`config.mk`:
```
export PLATFORM = sky130hd
export DESIGN_NAME = tmrc_timer
export DESIGN_NICKNAME = d
export VERILOG_FILES = /design/src/logic/tmrc_prescale.v /design/src/logic/tmrc_timer.v
export VERILOG_INCLUDE_DIRS = /design/src /design/src/logic
export SDC_FILE = /design/constraint.sdc
export NUM_CORES = 1
export LEC_CHECK = 0
export ABC_AREA = 1
export BUFFER_PORTS_ARGS = -buffer_cell sky130_fd_sc_hd__buf_2
export CAP_MARGIN = 20
export CORE_MARGIN = 8
export CORE_UTILIZATION = 51
export CTS_CLUSTER_DIAMETER = 150
export DETAILED_ROUTE_END_ITERATION = 12
export PLACE_DENSITY = 0.8
export SYNTH_ARGS = -nofsm -noshare
export SYNTH_HDL_FRONTEND = slang
export SYNTH_SLANG_ARGS = --single-unit
```
`constraint.sdc`:
```
create_clock -name pclk -period 1.8 [get_ports pclk]
set_input_delay 0.09 -clock pclk [delete_from_list [all_inputs] [get_ports pclk]]
set_output_delay 0.09 -clock pclk [all_outputs]
set_load 0.005 [all_outputs]
```
`src/logic/tmrc_consts.vh`:
```
// register map, field positions, reset values and timing figures of the timer/counter
`ifndef TMRC_CONSTS_VH
`define TMRC_CONSTS_VH

// ----------------------------------------
// register byte addresses
// ----------------------------------------
`define TMRC_ADDR_W        8
`define TMRC_OFS_CTRL      8'h10
`define TMRC_OFS_CNT_LO    8'h14
`define TMRC_OFS_CNT_HI    8'h18
`define TMRC_OFS_IRQ_STAT  8'h1C
`define TMRC_OFS_IRQ_CLR   8'h20
`define TMRC_OFS_IRQ_EN    8'h24

// ----------------------------------------
// timer_control fields
// ----------------------------------------
`define TMRC_CTRL_ON       0
`define TMRC_CTRL_CS       1
`define TMRC_CTRL_SYNCDIS  2
`define TMRC_CTRL_OSCEN    3
`define TMRC_CTRL_PS_LO    4
`define TMRC_CTRL_PS_HI    5
`define TMRC_CTRL_MASK     8'h3F
`define TMRC_CTRL_RST      8'h00

// ----------------------------------------
// interrupt fields and counter values
// ----------------------------------------
`define TMRC_IRQ_OVF       0
`define TMRC_CNT_RST       16'h0000
`define TMRC_CNT_MAX       16'hFFFF
`define TMRC_PS_W          3
`define TMRC_SYNC_STAGES   3

`endif

```
`src/logic/tmrc_prescale.v`:
```
// input prescaler of the timer/counter: divides the count steps by 1, 2, 4 or 8
`include "tmrc_consts.vh"

module tmrc_prescale
#(
   parameter PS_W = `TMRC_PS_W
)
(
   input  wire        pclk,
   input  wire        presetn,
   input  wire        clr,
   input  wire        step,
   input  wire [1:0]  ratio_sel,
   output wire        tick
);

   // ----------------------------------------
   // ratio decode
   // ----------------------------------------
   function [PS_W-1:0] ratio_mask;
      input [1:0] sel;
      begin
         case (sel)
            2'b00:   ratio_mask = 3'h0;
            2'b01:   ratio_mask = 3'h1;
            2'b10:   ratio_mask = 3'h3;
            default: ratio_mask = 3'h7;
         endcase
      end
   endfunction

   reg  [PS_W-1:0] pre_r;
   wire [PS_W-1:0] mask;

   assign mask = ratio_mask(ratio_sel);
   // a step that fills the selected low bits passes on as one tick
   assign tick = step & ((pre_r & mask) == mask);

   always @(posedge pclk or negedge presetn)
   begin
      if (!presetn)
         pre_r <= 3'h0;
      else if (clr)
         pre_r <= 3'h0;
      else if (step)
         pre_r <= pre_r + 3'h1;
   end

endmodule // tmrc_prescale

```
`src/logic/tmrc_timer.v`:
```
// sixteen-bit timer/counter with apb registers, overflow interrupt and oscillator pin control
//
// Behaviour
// - count held as readable writable high, low bytes
// - count climbs to all ones, wraps to zero
// - each wrap latches overflow flag until cleared
// - interrupt request only while enable bit set
// - clock source select alone picks timer/counter
// - timer mode counts instruction cycles, then prescaled
// - counter mode counts external rising edges only
// - counts only while timer_on set, else holds
// - capture compare unit reset input clears count
// - oscillator enable forces both oscillator pins input
// - sync_disable zero synchronises external edges, one bypasses
// - internal clock ignores sync_disable completely
// - internal clock is oscillator over four, pclk
// - edge from oscillator pin or external pin
//
// Design decision made here: the APB register port.
`include "tmrc_consts.vh"

module tmrc_timer
#(
   parameter CNT_W = 16
)
(
   input  wire        pclk,
   input  wire        presetn,
   input  wire        psel,
   input  wire        penable,
   input  wire        pwrite,
   input  wire [7:0]  paddr,
   input  wire [31:0] pwdata,
   output reg  [31:0] prdata,
   output reg         pready,
   output reg         pslverr,
   input  wire        ext_clock_pin,
   input  wire        osc_input_pin,
   input  wire [1:0]  port_b_direction,
   input  wire [1:0]  port_b_out,
   input  wire        ccu_reset,
   output reg  [1:0]  port_b_pin_out,
   output reg  [1:0]  port_b_pin_oe,
   output reg         osc_power_en,
   output reg         irq
);

   // ----------------------------------------
   // state
   // ----------------------------------------
   reg  [7:0]       timer_control_r;
   reg  [CNT_W-1:0] count_r;
   reg  [CNT_W-1:0] count_nxt;
   reg              overflow_flag_r;
   reg              overflow_irq_enable_r;
   reg  [`TMRC_SYNC_STAGES-1:0] ext_sync_r;
   reg  [`TMRC_SYNC_STAGES-1:0] osc_sync_r;
   reg              ext_lvl_r;
   reg              osc_lvl_r;
   reg              tick_late_r;
   wire             timer_on;
   wire             clock_source_select;
   wire             sync_disable;
   wire             osc_enable;
   wire [1:0]       input_prescale_select;
   wire             ext_rise;
   wire             osc_rise;
   wire             pin_rise;
   wire             step;
   wire             tick;
   wire             inc;
   wire             wrap;
   wire             acc;
   wire             wr;
   wire             wr_lo;
   wire             wr_hi;
   wire             wr_ctrl;
   wire             wr_clr;
   wire             wr_en;

   // ----------------------------------------
   // address decode
   // ----------------------------------------
   function mapped;
      input [7:0] a;
      begin
         case (a)
            `TMRC_OFS_CTRL,
            `TMRC_OFS_CNT_LO,
            `TMRC_OFS_CNT_HI,
            `TMRC_OFS_IRQ_STAT,
            `TMRC_OFS_IRQ_CLR,
            `TMRC_OFS_IRQ_EN: mapped = 1'b1;
            default:          mapped = 1'b0;
         endcase
      end
   endfunction

   // one wait state: pready rises in the second access cycle
   assign acc     = psel & penable & pready;
   assign wr      = acc & pwrite;
   assign wr_ctrl = wr & (paddr == `TMRC_OFS_CTRL);
   assign wr_lo   = wr & (paddr == `TMRC_OFS_CNT_LO);
   assign wr_hi   = wr & (paddr == `TMRC_OFS_CNT_HI);
   assign wr_clr  = wr & (paddr == `TMRC_OFS_IRQ_CLR);
   assign wr_en   = wr & (paddr == `TMRC_OFS_IRQ_EN);

   // ----------------------------------------
   // control fields
   // ----------------------------------------
   assign timer_on              = timer_control_r[`TMRC_CTRL_ON];
   assign clock_source_select   = timer_control_r[`TMRC_CTRL_CS];
   assign sync_disable          = timer_control_r[`TMRC_CTRL_SYNCDIS];
   assign osc_enable            = timer_control_r[`TMRC_CTRL_OSCEN];
   assign input_prescale_select = timer_control_r[`TMRC_CTRL_PS_HI:`TMRC_CTRL_PS_LO];

   always @(posedge pclk or negedge presetn)
   begin
      if (!presetn)
         timer_control_r <= `TMRC_CTRL_RST;
      else if (wr_ctrl)
         timer_control_r <= pwdata[7:0] & `TMRC_CTRL_MASK;
   end

   // ----------------------------------------
   // pin synchronisers
   // ----------------------------------------
   // a level is believed once the second and third stage agree
   always @(posedge pclk or negedge presetn)
   begin
      if (!presetn)
      begin
         ext_sync_r <= 3'h0;
         osc_sync_r <= 3'h0;
         ext_lvl_r  <= 1'b0;
         osc_lvl_r  <= 1'b0;
      end
      else
      begin
         ext_sync_r <= {ext_sync_r[1:0], ext_clock_pin};
         osc_sync_r <= {osc_sync_r[1:0], osc_input_pin};
         if (ext_sync_r[1] == ext_sync_r[2])
            ext_lvl_r <= ext_sync_r[2];
         if (osc_sync_r[1] == osc_sync_r[2])
            osc_lvl_r <= osc_sync_r[2];
      end
   end

   // falling edges never produce a step
   assign ext_rise = ext_sync_r[1] & ext_sync_r[2] & ~ext_lvl_r;
   assign osc_rise = osc_sync_r[1] & osc_sync_r[2] & ~osc_lvl_r;
   assign pin_rise = osc_enable ? osc_rise : ext_rise;

   // ----------------------------------------
   // step source and prescaler
   // ----------------------------------------
   // pclk stands for the instruction clock, so every cycle is a timer step
   assign step = timer_on & (clock_source_select ? pin_rise : 1'b1);

   tmrc_prescale
   #(
      .PS_W      (`TMRC_PS_W)
   )
   u_prescale
   (
      .pclk      (pclk),
      .presetn   (presetn),
      .clr       (wr_lo | wr_hi),
      .step      (step),
      .ratio_sel (input_prescale_select),
      .tick      (tick)
   );

   // synchronised counting re-times the prescaled tick by one more cycle
   always @(posedge pclk or negedge presetn)
   begin
      if (!presetn)
         tick_late_r <= 1'b0;
      else
         tick_late_r <= tick & clock_source_select & ~sync_disable & timer_on;
   end

   // internal clock never looks at sync_disable
   assign inc = clock_source_select ? (sync_disable ? tick : tick_late_r) : tick;

   // ----------------------------------------
   // count register pair
   // ----------------------------------------
   assign wrap = inc & ~ccu_reset & (count_r == `TMRC_CNT_MAX);

   // a register write beats the capture compare reset, which beats counting
   always @*
   begin
      count_nxt = count_r;
      if (wr_lo | wr_hi)
      begin
         if (wr_lo)
            count_nxt[7:0] = pwdata[7:0];
         if (wr_hi)
            count_nxt[15:8] = pwdata[7:0];
      end
      else if (ccu_reset)
         count_nxt = `TMRC_CNT_RST;
      else if (inc)
         count_nxt = count_r + 16'h0001;
   end

   always @(posedge pclk or negedge presetn)
   begin
      if (!presetn)
         count_r <= `TMRC_CNT_RST;
      else
         count_r <= count_nxt;
   end

   // ----------------------------------------
   // overflow flag and interrupt
   // ----------------------------------------
   // a wrap in the clearing cycle keeps the flag set
   always @(posedge pclk or negedge presetn)
   begin
      if (!presetn)
         overflow_flag_r <= 1'b0;
      else if (wrap)
         overflow_flag_r <= 1'b1;
      else if (wr_clr & pwdata[`TMRC_IRQ_OVF])
         overflow_flag_r <= 1'b0;
   end

   always @(posedge pclk or negedge presetn)
   begin
      if (!presetn)
         overflow_irq_enable_r <= 1'b0;
      else if (wr_en)
         overflow_irq_enable_r <= pwdata[`TMRC_IRQ_OVF];
   end

   // the enable gates only the request, never the flag
   always @(posedge pclk or negedge presetn)
   begin
      if (!presetn)
         irq <= 1'b0;
      else
         irq <= overflow_flag_r & overflow_irq_enable_r;
   end

   // ----------------------------------------
   // oscillator pins
   // ----------------------------------------
   // direction bits are ignored while the oscillator owns the pins
   always @(posedge pclk or negedge presetn)
   begin
      if (!presetn)
      begin
         port_b_pin_oe  <= 2'h0;
         port_b_pin_out <= 2'h0;
         osc_power_en   <= 1'b0;
      end
      else
      begin
         port_b_pin_oe  <= osc_enable ? 2'h0 : ~port_b_direction;
         port_b_pin_out <= port_b_out;
         osc_power_en   <= osc_enable;
      end
   end

   // ----------------------------------------
   // apb slave
   // ----------------------------------------
   always @(posedge pclk or negedge presetn)
   begin
      if (!presetn)
      begin
         pready  <= 1'b0;
         pslverr <= 1'b0;
         prdata  <= 32'h0000_0000;
      end
      else if (psel & penable & ~pready)
      begin
         pready  <= 1'b1;
         pslverr <= ~mapped(paddr);
         prdata  <= 32'h0000_0000;
         if (~pwrite)
         begin
            case (paddr)
               `TMRC_OFS_CTRL:     prdata <= {24'h000000, timer_control_r};
               `TMRC_OFS_CNT_LO:   prdata <= {24'h000000, count_r[7:0]};
               `TMRC_OFS_CNT_HI:   prdata <= {24'h000000, count_r[15:8]};
               `TMRC_OFS_IRQ_STAT: prdata <= {31'h00000000, overflow_flag_r};
               `TMRC_OFS_IRQ_EN:   prdata <= {31'h00000000, overflow_irq_enable_r};
               default:            prdata <= 32'h0000_0000;
            endcase
         end
      end
      else
      begin
         pready  <= 1'b0;
         pslverr <= 1'b0;
      end
   end

endmodule // tmrc_timer

```
==> results.tsv, run 1 <==
metric	value	unit
status	finished, final reports clean	
syn_inst	387	
postSynthAreaPerCell	7.62	um2
leakagePower	1.78	nW
coreArea	0.00554	mm2
synth_top_area_share	44.1	%
max-clock-path-buffers	2	
grt_pass1_vias	2747	
ir_drop	0.497	mV
synthSimpleGateAreaFrac	30.1	%
synthAdderAreaFrac	1.70	%
skew	9.71	ps
synth-main-ff-cell	dfrtp_1	
dp.final_hpwl	5560	um
period_minus_slack	1680	ps
grt_pass1_wl	12300	um
die-area	0.00847	mm2
synthArstFlopShare	100	%
synth-compound-area-share	8.15	%
fin_crit_sh	93.2	%
start_util	53.2	%
hold_path.class	input port to flip-flop	
avgViaCountPerCell	5.04	
io_pins	92	
place.port_buffers	43	
grtUsageTotal	17.6	%
synthMuxAreaShare	0.764	%
cp-end-kind	flip-flop	
synth_edf_count	0	
drtIter0Drc	278	
cts_buffers	5	
clk_pin_slew	100	ps
drive_gt1_share	17.6	%
synth_cell_types	29	
powerDensity	627	mW/mm2
cp.arrival	1890	ps
slew_headroom	63.7	%
finalSetupTns	0	ps
final-setup-viol-count	0	
yosysWarningCount	0	
maxSlewViolCount	0	
ctsHtreeMaxLevel	2	
nFillCells	511	
antenna_found_initial	0	
yosysSeqAreaShare	44.1	%
grt_max_degree	30	
synth_top_family_by_area	simple AND/OR/NAND/NOR gates	
wl_per_cell	13.7	um
rows	27	
synth_xor_area_share	2.38	%
crit_type	flip-flop to flip-flop	
routabilityCongestion	0.979	
drc	0	
final_common_cell	nand2_1	
final_util	61.0	%
synth_area_leader_cell	dfrtp_1	
die_w	92.0	um
critPathLaunchType	flip-flop	
yosys-top-cells-area	dfrtp_1 44%, nand2_1 16%, buf_4 6.4%	
clk_latency	310	ps
drtPass1Iterations	4	
chipHeight	92.0	um
cts.sinks	52	
cts_tree	yes	
cp_max_fo	18	
max_cap_violations	0	
synthToLayoutAreaGrowth	14.6	%
nets	505	
grt_overflow	0	
antenna_left	0	
vias	2638	
tightest_slew	544	ps
cp_data_required_time	2010	ps
final_cell_mix	125 x nand2_1, 52 x dfrtp_1, 43 x buf_2	
grt_setup_unrepaired	false	
final_hold_viol_count	0	
max_freq	596	MHz
wl	7150	um
cts_root_buf	clkbuf_8	
synth_area	0.00295	mm2
ys_seq_elements	52	
==> layer usage <==
| layer | share of wire, % | GRT usage (%) | vias to the layer above | routed length, um |
|---|---|---|---|---|
| li1 | - | - | 1305 | - |
| met1 | 40 | 20.2 | 1236 | 2880 |
| met2 | 50 | 29.9 | 85 | 3560 |
| met3 | 7.7 | 4.24 | 12 | 553 |
| met4 | 2.3 | 8.72 | 0 | 161 |
| met5 | 0 | 0 | - | 0 |
==> path summary, 6_finish.rpt <==
path / start / end / slack, ps / cells past startpoint
hold / removal: pwdata[4] / timer_control_r[4] / 30 / 2
max in group asynchronous: presetn / count_r[14] / 940 / 3
hold reg to reg: osc_sync_r[0] / osc_sync_r[1] / 370 / 0
setup reg to reg: ext_sync_r[1] / count_r[11] / 120 / 9
min in group asynchronous: presetn / count_r[4] / 320 / 2
setup / recovery: ext_sync_r[1] / count_r[11] / 120 / 9
==> logic make-up (layout without fill, tap and decap cells) <==
group / count (synthesis) / in the layout
compound gates: 46 / 46
xor+xnor: 8 / 8
other cells: 1 / 25
flops: 52 / 52
buf+inv: 68 / 108
mux: 2 / 2
fa+ha+maj: 4 / 4
simple gates: 206 / 206
==> worst max-delay path, stage by stage (launching register included) <==
cell and delay, ps:
dfrtp_1 400, ha_1 200, nand3_1 90, nand3_1 90, nand4_1 110, nand3_1 190, nand2_8 190, nand2_2 150
nand2_1 100, nand2_1 60
==> cells in the mapped netlist (2+ instances only) <==
master	instances
o21ai_1	2
nor2_4	2
ha_1	4
nor2_1	29
xnor2_1	3
buf_4	25
nand2_2	3
nor2_2	3
inv_2	4
a21oi_1	12
buf_6	3
mux2_2	2
o21ai_0	28
xor2_1	5
nand3_1	32
dfrtp_1	52
o211ai_1	2
nand4_1	5
inv_1	34
nand2_1	125
nor3_1	4
==> sequential cells by signal, summed over array words and instances, names as in the netlist, 2 cells and up <==
signal,count
prdata,8
u_prescale.pre_r,3
timer_control_r,6
count_r,16
port_b_pin_out,2
port_b_pin_oe,2
osc_sync_r,3
ext_sync_r,3
==> layout make-up <==
type | count | area [um2] | area share, %
multi-input combinational | 290 | 1360 | 40.3
tap | 72 | 90.1 | 2.66
antenna | 1 | 2.50 | 0.0740
clock buffer | 5 | 68.8 | 2.04
sequential | 52 | 1300 | 38.5
inverter | 39 | 146 | 4.33
timing repair buffer | 61 | 380 | 11.3
clock inverter | 3 | 27.5 | 0.814
==> timing repair <==
item,4_1_cts,5_1_grt
endpoints found under the hold margin,29,0
setup buffers,0,1
resized for setup,0,1
hold buffers,7,0
endpoints found under the setup margin,0,1
==> where the power goes <==
group	total, W	switching [W]	internal (W)
clock network	0.000705	0.000419	0.000286
logic	0.000203	0.000125	0.0000781
registers	0.00121	0.0000168	0.00120
total	0.00212	0.000560	0.00156
==> per-stage QoR <==
stage	area (um2)	hold WS [ps]	worst slack (ps)	std cells	power, W
after floorplan	3040	-206	412	410	0.00136
after CTS	3370	22.1	130	521	0.00213
after global routing	3380	18.8	10.2	522	0.00222
after detailed placement	3200	107	146	506	0.00142
after global placement	3200	101	203	506	0.00141
final	3380	26.6	122	523	0.00212
(Power assumes the default switching activity.)
==> run 2, diff against run 1 <==
--- a/config.mk
+++ b/config.mk
@@ -10,10 +10,12 @@
 export BUFFER_PORTS_ARGS = -buffer_cell sky130_fd_sc_hd__buf_2
 export CAP_MARGIN = 20
 export CORE_MARGIN = 8
-export CORE_UTILIZATION = 51
+export CORE_UTILIZATION = 53
+export CTS_BUF_LIST = sky130_fd_sc_hd__clkbuf_2 sky130_fd_sc_hd__clkbuf_4 sky130_fd_sc_hd__clkbuf_8
 export CTS_CLUSTER_DIAMETER = 150
 export DETAILED_ROUTE_END_ITERATION = 12
-export PLACE_DENSITY = 0.8
+export PLACE_DENSITY = 0.82
+export REMOVE_ABC_BUFFERS = 1
 export SYNTH_ARGS = -nofsm -noshare
 export SYNTH_HDL_FRONTEND = slang
 export SYNTH_SLANG_ARGS = --single-unit
==> run 2 against run 1 <==
Net effect: clock-buffer cell count unchanged; design area decreased by 0.44%; clock power decreased by 3.3%; global-route usage decreased by 0.078 points; clock skew increased by 1.4 ps; register-to-register slack about the same; via count increased by 0.95%; sequential share of layout area increased by 0.17 points; first-iteration DRC count decreased by 37%.
==> results.tsv, run 2 (same netlist as run 1, synthesis figures left out) <==
metric	value	unit	change
status	finished, final reports clean		
max-clock-path-buffers	2		unchanged
p_sw	0.000542	W	-3.2%
hold_path.class	input port to flip-flop		
swShare	25.9	%	-0.50 points
clk_latency	310	ps	about the same
seqPwrFrac	58.0	%	+0.8 points
grtUsageTotal	17.5	%	-0.078 points
antenna_found_initial	0		unchanged
grt_pass1_vias	2633		-4.1%
routabilityCongestion	0.888		-9.2%
cts.sinks	52		unchanged
regMostFlops	count_r		
tightest_slew	517	ps	-27.3 ps
final_util	61.9	%	+0.86 points
final_cell_area	0.00337	mm2	-0.44%
diodes	0		-1
antenna_left	0		unchanged
final_common_cell	nand2_1		
crit_chain	ha_1 -> nand3_1 -> nand3_1 -> nand4_1 -> nand3_1 -> nand2_8 -> nand2_2 -> nand2_1 -> nand2_1		
wl	6970	um	-2.5%
final-setup-viol-count	0		unchanged
drtPass1Iterations	4		unchanged
clockPowerShare	32.6	%	-0.7 points
postPlaceCellArea	0.00319	mm2	-0.23%
cp_max_fo	18		unchanged
grt_pass1_wl	12000	um	-2.0%
cp.arrival	1880	ps	about the same
place.port_buffers	43		unchanged
grt_overflow	0		unchanged
clk_pin_slew	100	ps	about the same
max_cap_violations	0		unchanged
dp.final_hpwl	5380	um	-3.4%
ir_drop	0.494	mV	-0.59%
largest_reg_flops	16		unchanged
cts_tree	yes		
cp-end-kind	flip-flop		
max_freq	596	MHz	about the same
critPathLaunchType	flip-flop		
cts_buffers	5		unchanged
powerDensity	621	mW/mm2	-0.93%
whs	20.3	ps	-6.26 ps
grt_setup_unrepaired	false		
drc	0		unchanged
slowest_stage	dfrtp_1		
slew_headroom	65.5	%	+1.8 points
die-area	0.00821	mm2	-3.1%
io_pins	92		unchanged
maxSlewViolCount	0		unchanged
leakagePower	1.77	nW	-0.40%
crit_buf_inv	0		unchanged
period_minus_slack	1680	ps	+0.979 ps
r2r_cells	9		unchanged
power_frac_comb	9.4	%	-0.2 points
final_cell_mix	125 x nand2_1, 52 x dfrtp_1, 43 x buf_2		
avgViaCountPerCell	5.12		+1.5%
holdPathStages	2		unchanged
critical_path.top_delay_family	simple AND/OR/NAND/NOR gates		
wl_per_cell	13.4	um	-1.9%
crit_top_cell	nand3_1		
reg_top3	count_r (16), prdata (8), timer_control_r (6)		
grt_max_degree	32		+6.7%
finalSetupTns	0	ps	unchanged
chipHeight	90.6	um	-1.6%
skew	11.1	ps	+1.42 ps
fin_crit_sh	93.3	%	about the same
drive_gt1_share	17.6	%	+0.078 points
intPower	0.00155	W	-0.70%
crit_type	flip-flop to flip-flop		
path_depth	9		unchanged
ctsHtreeMaxLevel	2		unchanged
cp_data_required_time	2000	ps	about the same
cts_root_buf	clkbuf_8		
slowest_delay	410	ps	about the same
start_util	54.2	%	+0.99 points
rows	27		unchanged
synthToLayoutAreaGrowth	14.1	%	
vias	2663		+0.95%
nets	503		-0.40%
final_hold_viol_count	0		unchanged
coreArea	0.00544	mm2	-1.8%
drtIter0Drc	175		-37%
die_w	90.6	um	-1.6%
-- run 2: cell count changes in the layout (fill, tap and decap cells not counted), sizes merged --
cell	delta
buf	-2
clkinv	+1
clkinvlp	-1
diode	-1
-- run 2: timing repair --
action	4_1_cts	5_1_grt
hold buffers	7	0
resized for setup	0	3
buffers inserted	0	0
setup endpoints to repair	0	4
endpoints found under the hold margin	27	0
-- run 2: path summary, 6_finish.rpt --
kind                                     from                 end  slack (ps)
worst max-delay path            osc_sync_r[1]          count_r[6]         120
worst min-delay path                pwdata[4]  timer_control_r[4]          20
worst max register to register  osc_sync_r[1]          count_r[6]         120
worst min register to register  ext_sync_r[0]       ext_sync_r[1]         360
max in group asynchronous             presetn         count_r[15]         980
min in group asynchronous             presetn       osc_sync_r[1]         270
-- run 2: per-stage QoR --
stage | power, W | cells | setup slack [ps]
5_1_grt | 0.00219 | 520 | 16.2
3_3_place_gp | 0.00141 | 505 | 180
4_1_cts | 0.00210 | 520 | 103
3_5_place_dp | 0.00142 | 505 | 119
2_1_floorplan | 0.00132 | 381 | 160
6_report | 0.00209 | 520 | 121
-- run 2: final cells by class --
cell class,count,area [um2]
clock buffers,5,68.8
flip-flops and latches,52,1300
repair buffers,59,365
well taps,72,90.1
inverters,39,146
clock inverters,3,22.5
multi-input cells,290,1370
fillers,496,2070
-- run 2: power by group through the flow --
stage / sequential (W) / combinational, W / clock, W
after floorplan: 0.00123 / 0.0000869 / 0
after global placement: 0.00123 / 0.000177 / 0
after detailed placement: 0.00124 / 0.000182 / 0
after CTS: 0.00121 / 0.000194 / 0.000693
after global routing: 0.00122 / 0.000227 / 0.000750
final: 0.00121 / 0.000196 / 0.000682
-- run 2: per-layer routing --
metal  wire, um  GRT usage (%)
met5          0              0
met2       3260           29.2
met3        554           4.82
met1       3010           20.9
met4        133           6.66
==> run 3, diff against run 2 <==
--- a/config.mk
+++ b/config.mk
@@ -7,14 +7,14 @@
 export NUM_CORES = 1
 export LEC_CHECK = 0
 export ABC_AREA = 1
-export BUFFER_PORTS_ARGS = -buffer_cell sky130_fd_sc_hd__buf_2
 export CAP_MARGIN = 20
 export CORE_MARGIN = 8
-export CORE_UTILIZATION = 53
+export CORE_UTILIZATION = 60
 export CTS_BUF_LIST = sky130_fd_sc_hd__clkbuf_2 sky130_fd_sc_hd__clkbuf_4 sky130_fd_sc_hd__clkbuf_8
 export CTS_CLUSTER_DIAMETER = 150
 export DETAILED_ROUTE_END_ITERATION = 12
-export PLACE_DENSITY = 0.82
+export DONT_BUFFER_PORTS = 1
+export PLACE_DENSITY = 0.76
 export REMOVE_ABC_BUFFERS = 1
 export SYNTH_ARGS = -nofsm -noshare
 export SYNTH_HDL_FRONTEND = slang
==> run 3 against run 2 <==
Net effect: clock skew fell by 4.2 ps; power rose by 0.91%; design area fell by 1.9%; highest routed layer unchanged.
==> results.tsv, run 3 (same netlist as run 1, synthesis figures left out) <==
metric	value	unit	change
status	finished, final reports clean		
drtPass1Iterations	5		+1
ir_drop	0.581	mV	+17%
pre_cts_slack	132	ps	+12.9 ps
drt-met1-wl	3050	um	+1.3%
wl_met2	3140	um	-4.0%
io_pins	92		unchanged
wl	6980	um	+0.13%
final_cell_area	0.00330	mm2	-1.9%
die_w	86.1	um	-5.0%
final-setup-viol-count	0		unchanged
nets	474		-5.8%
antenna_left	0		unchanged
max-clock-path-buffers	2		unchanged
max_freq	595	MHz	about the same
nFillCells	393		-21%
seqCellArea	0.00130	mm2	unchanged
synthToLayoutAreaGrowth	11.9	%	
ctsHtreeMaxLevel	2		unchanged
critPathLaunchType	input port		
maxSlewViolCount	0		unchanged
worst_slack	120	ps	-1.01 ps
routabilityCongestion	0.949		+6.9%
grt_max_degree	53		+66%
grt_pass1_vias	2498		-5.1%
cts.sinks	52		unchanged
wl_met3	716	um	+29%
drive_gt1_share	10.7	%	-6.9 points
cp_max_fo	5		-13
rows	25		-7.4%
grt_pass1_wl	11600	um	-3.8%
clk_latency	310	ps	about the same
vias	2547		-4.4%
grt_overflow	0		unchanged
cts_root_buf	clkbuf_8		
cts_buffers	5		unchanged
largest_reg_flops	16		unchanged
cts_tree	yes		
crit_type	input port to flip-flop		
fin_crit_sh	93.3	%	about the same
drc	0		unchanged
cp.arrival	1910	ps	+30 ps
final_cell_mix	124 x nand2_1, 52 x dfrtp_1, 33 x inv_1		
final_hold_viol_count	0		unchanged
wl_per_cell	14.4	um	+7.1%
leakagePower	1.65	nW	-6.9%
cp-end-kind	flip-flop		
period_minus_slack	1680	ps	+1.01 ps
skew	6.90	ps	-4.22 ps
clk_pin_slew	90	ps	about the same
final_util	69.9	%	+8.0 points
diodes	0		unchanged
final_common_cell	nand2_1		
chipHeight	86.1	um	-5.0%
place.port_buffers	0		-100%
multiInputGateArea	0.00138	mm2	+0.91%
hold_path.class	input port to flip-flop		
avgViaCountPerCell	5.24		+2.3%
top_layer	met4		
reg_top3	count_r (16), prdata (8), timer_control_r (6)		
coreArea	0.00472	mm2	-13%
cp_data_required_time	2030	ps	+30 ps
regMostFlops	count_r		
finalPower	0.00211	W	+0.91%
max_cap_violations	0		unchanged
dp.final_hpwl	5100	um	-5.2%
start_util	62.4	%	+8.2 points
grtUsageTotal	19.5	%	+2.0 points
antenna_found_initial	0		unchanged
die-area	0.00741	mm2	-9.7%
drtIter0Drc	127		-27%
powerDensity	639	mW/mm2	+2.9%
postPlaceCellArea	0.00296	mm2	-7.3%
## run 3: changes by cell type in the layout (fill, tap and decap cells not counted), sizes merged
| cell | change |
|---|---|
| clkbuf | +2 |
| dlygate4sd3 | +10 |
| clkinv | -3 |
| buf | -39 |
| clkinvlp | +1 |
## run 3: worst max-delay path: stages
cell           delay [ps]
dlygate4sd3_1         520
nand2_1                80
dlygate4sd3_1         580
nor2_2                170
inv_2                  60
nor2_2                130
nand2_2               100
o21ai_0               180
## run 3: path summary, 6_finish.rpt
check,startpoint,end,slack [ps],cells past startpoint
worst max register to register,pready,count_r[14],150,10
max in group asynchronous,presetn,ext_sync_r[0],1300,2
min in group asynchronous,presetn,osc_lvl_r,280,2
worst min register to register,ext_sync_r[0],ext_sync_r[1],360,0
worst min-delay path,pwdata[6],count_r[14],20,4
worst max-delay path,penable,prdata[3],120,8
## run 3: timing repair
action	CTS	global route
hold endpoints to repair	68	0
resized for setup	0	9
setup buffers	0	3
hold buffers	18	0
setup endpoints to repair	0	24
## run 3: final cells by class
type,count,share of cell area (%)
Clock buffer,7,2.73
Clock inverter,1,0.227
Inverter,39,4.44
Multi-Input combinational cell,290,41.9
Sequential cell,52,39.4
Tap cell,67,2.54
Timing Repair Buffer,30,8.72
## run 3: per-layer routing
metal	GRT usage, %	vias up
met4	5.73	0
met3	5.64	7
met1	24.7	1190
li1	-	1242
met2	31.2	108
met5	0	-
## run 3: where the power goes
group | switching (W) | leakage, nW | internal (W) | total, W
Clock | 0.000375 | 0.0479 | 0.000328 | 0.000703
Sequential | 0.0000176 | 0.667 | 0.00120 | 0.00121
Combinational | 0.000115 | 0.935 | 0.0000787 | 0.000194
## run 3: through the flow
stage / setup TNS (ps) / cells / hold WS [ps]
5_1_grt: -21.1 / 486 / 21.6
6_report: 0 / 486 / 22.7
3_3_place_gp: 0 / 457 / -204
4_1_cts: 0 / 483 / 14.9
3_5_place_dp: 0 / 457 / -205
2_1_floorplan: 0 / 381 / -206
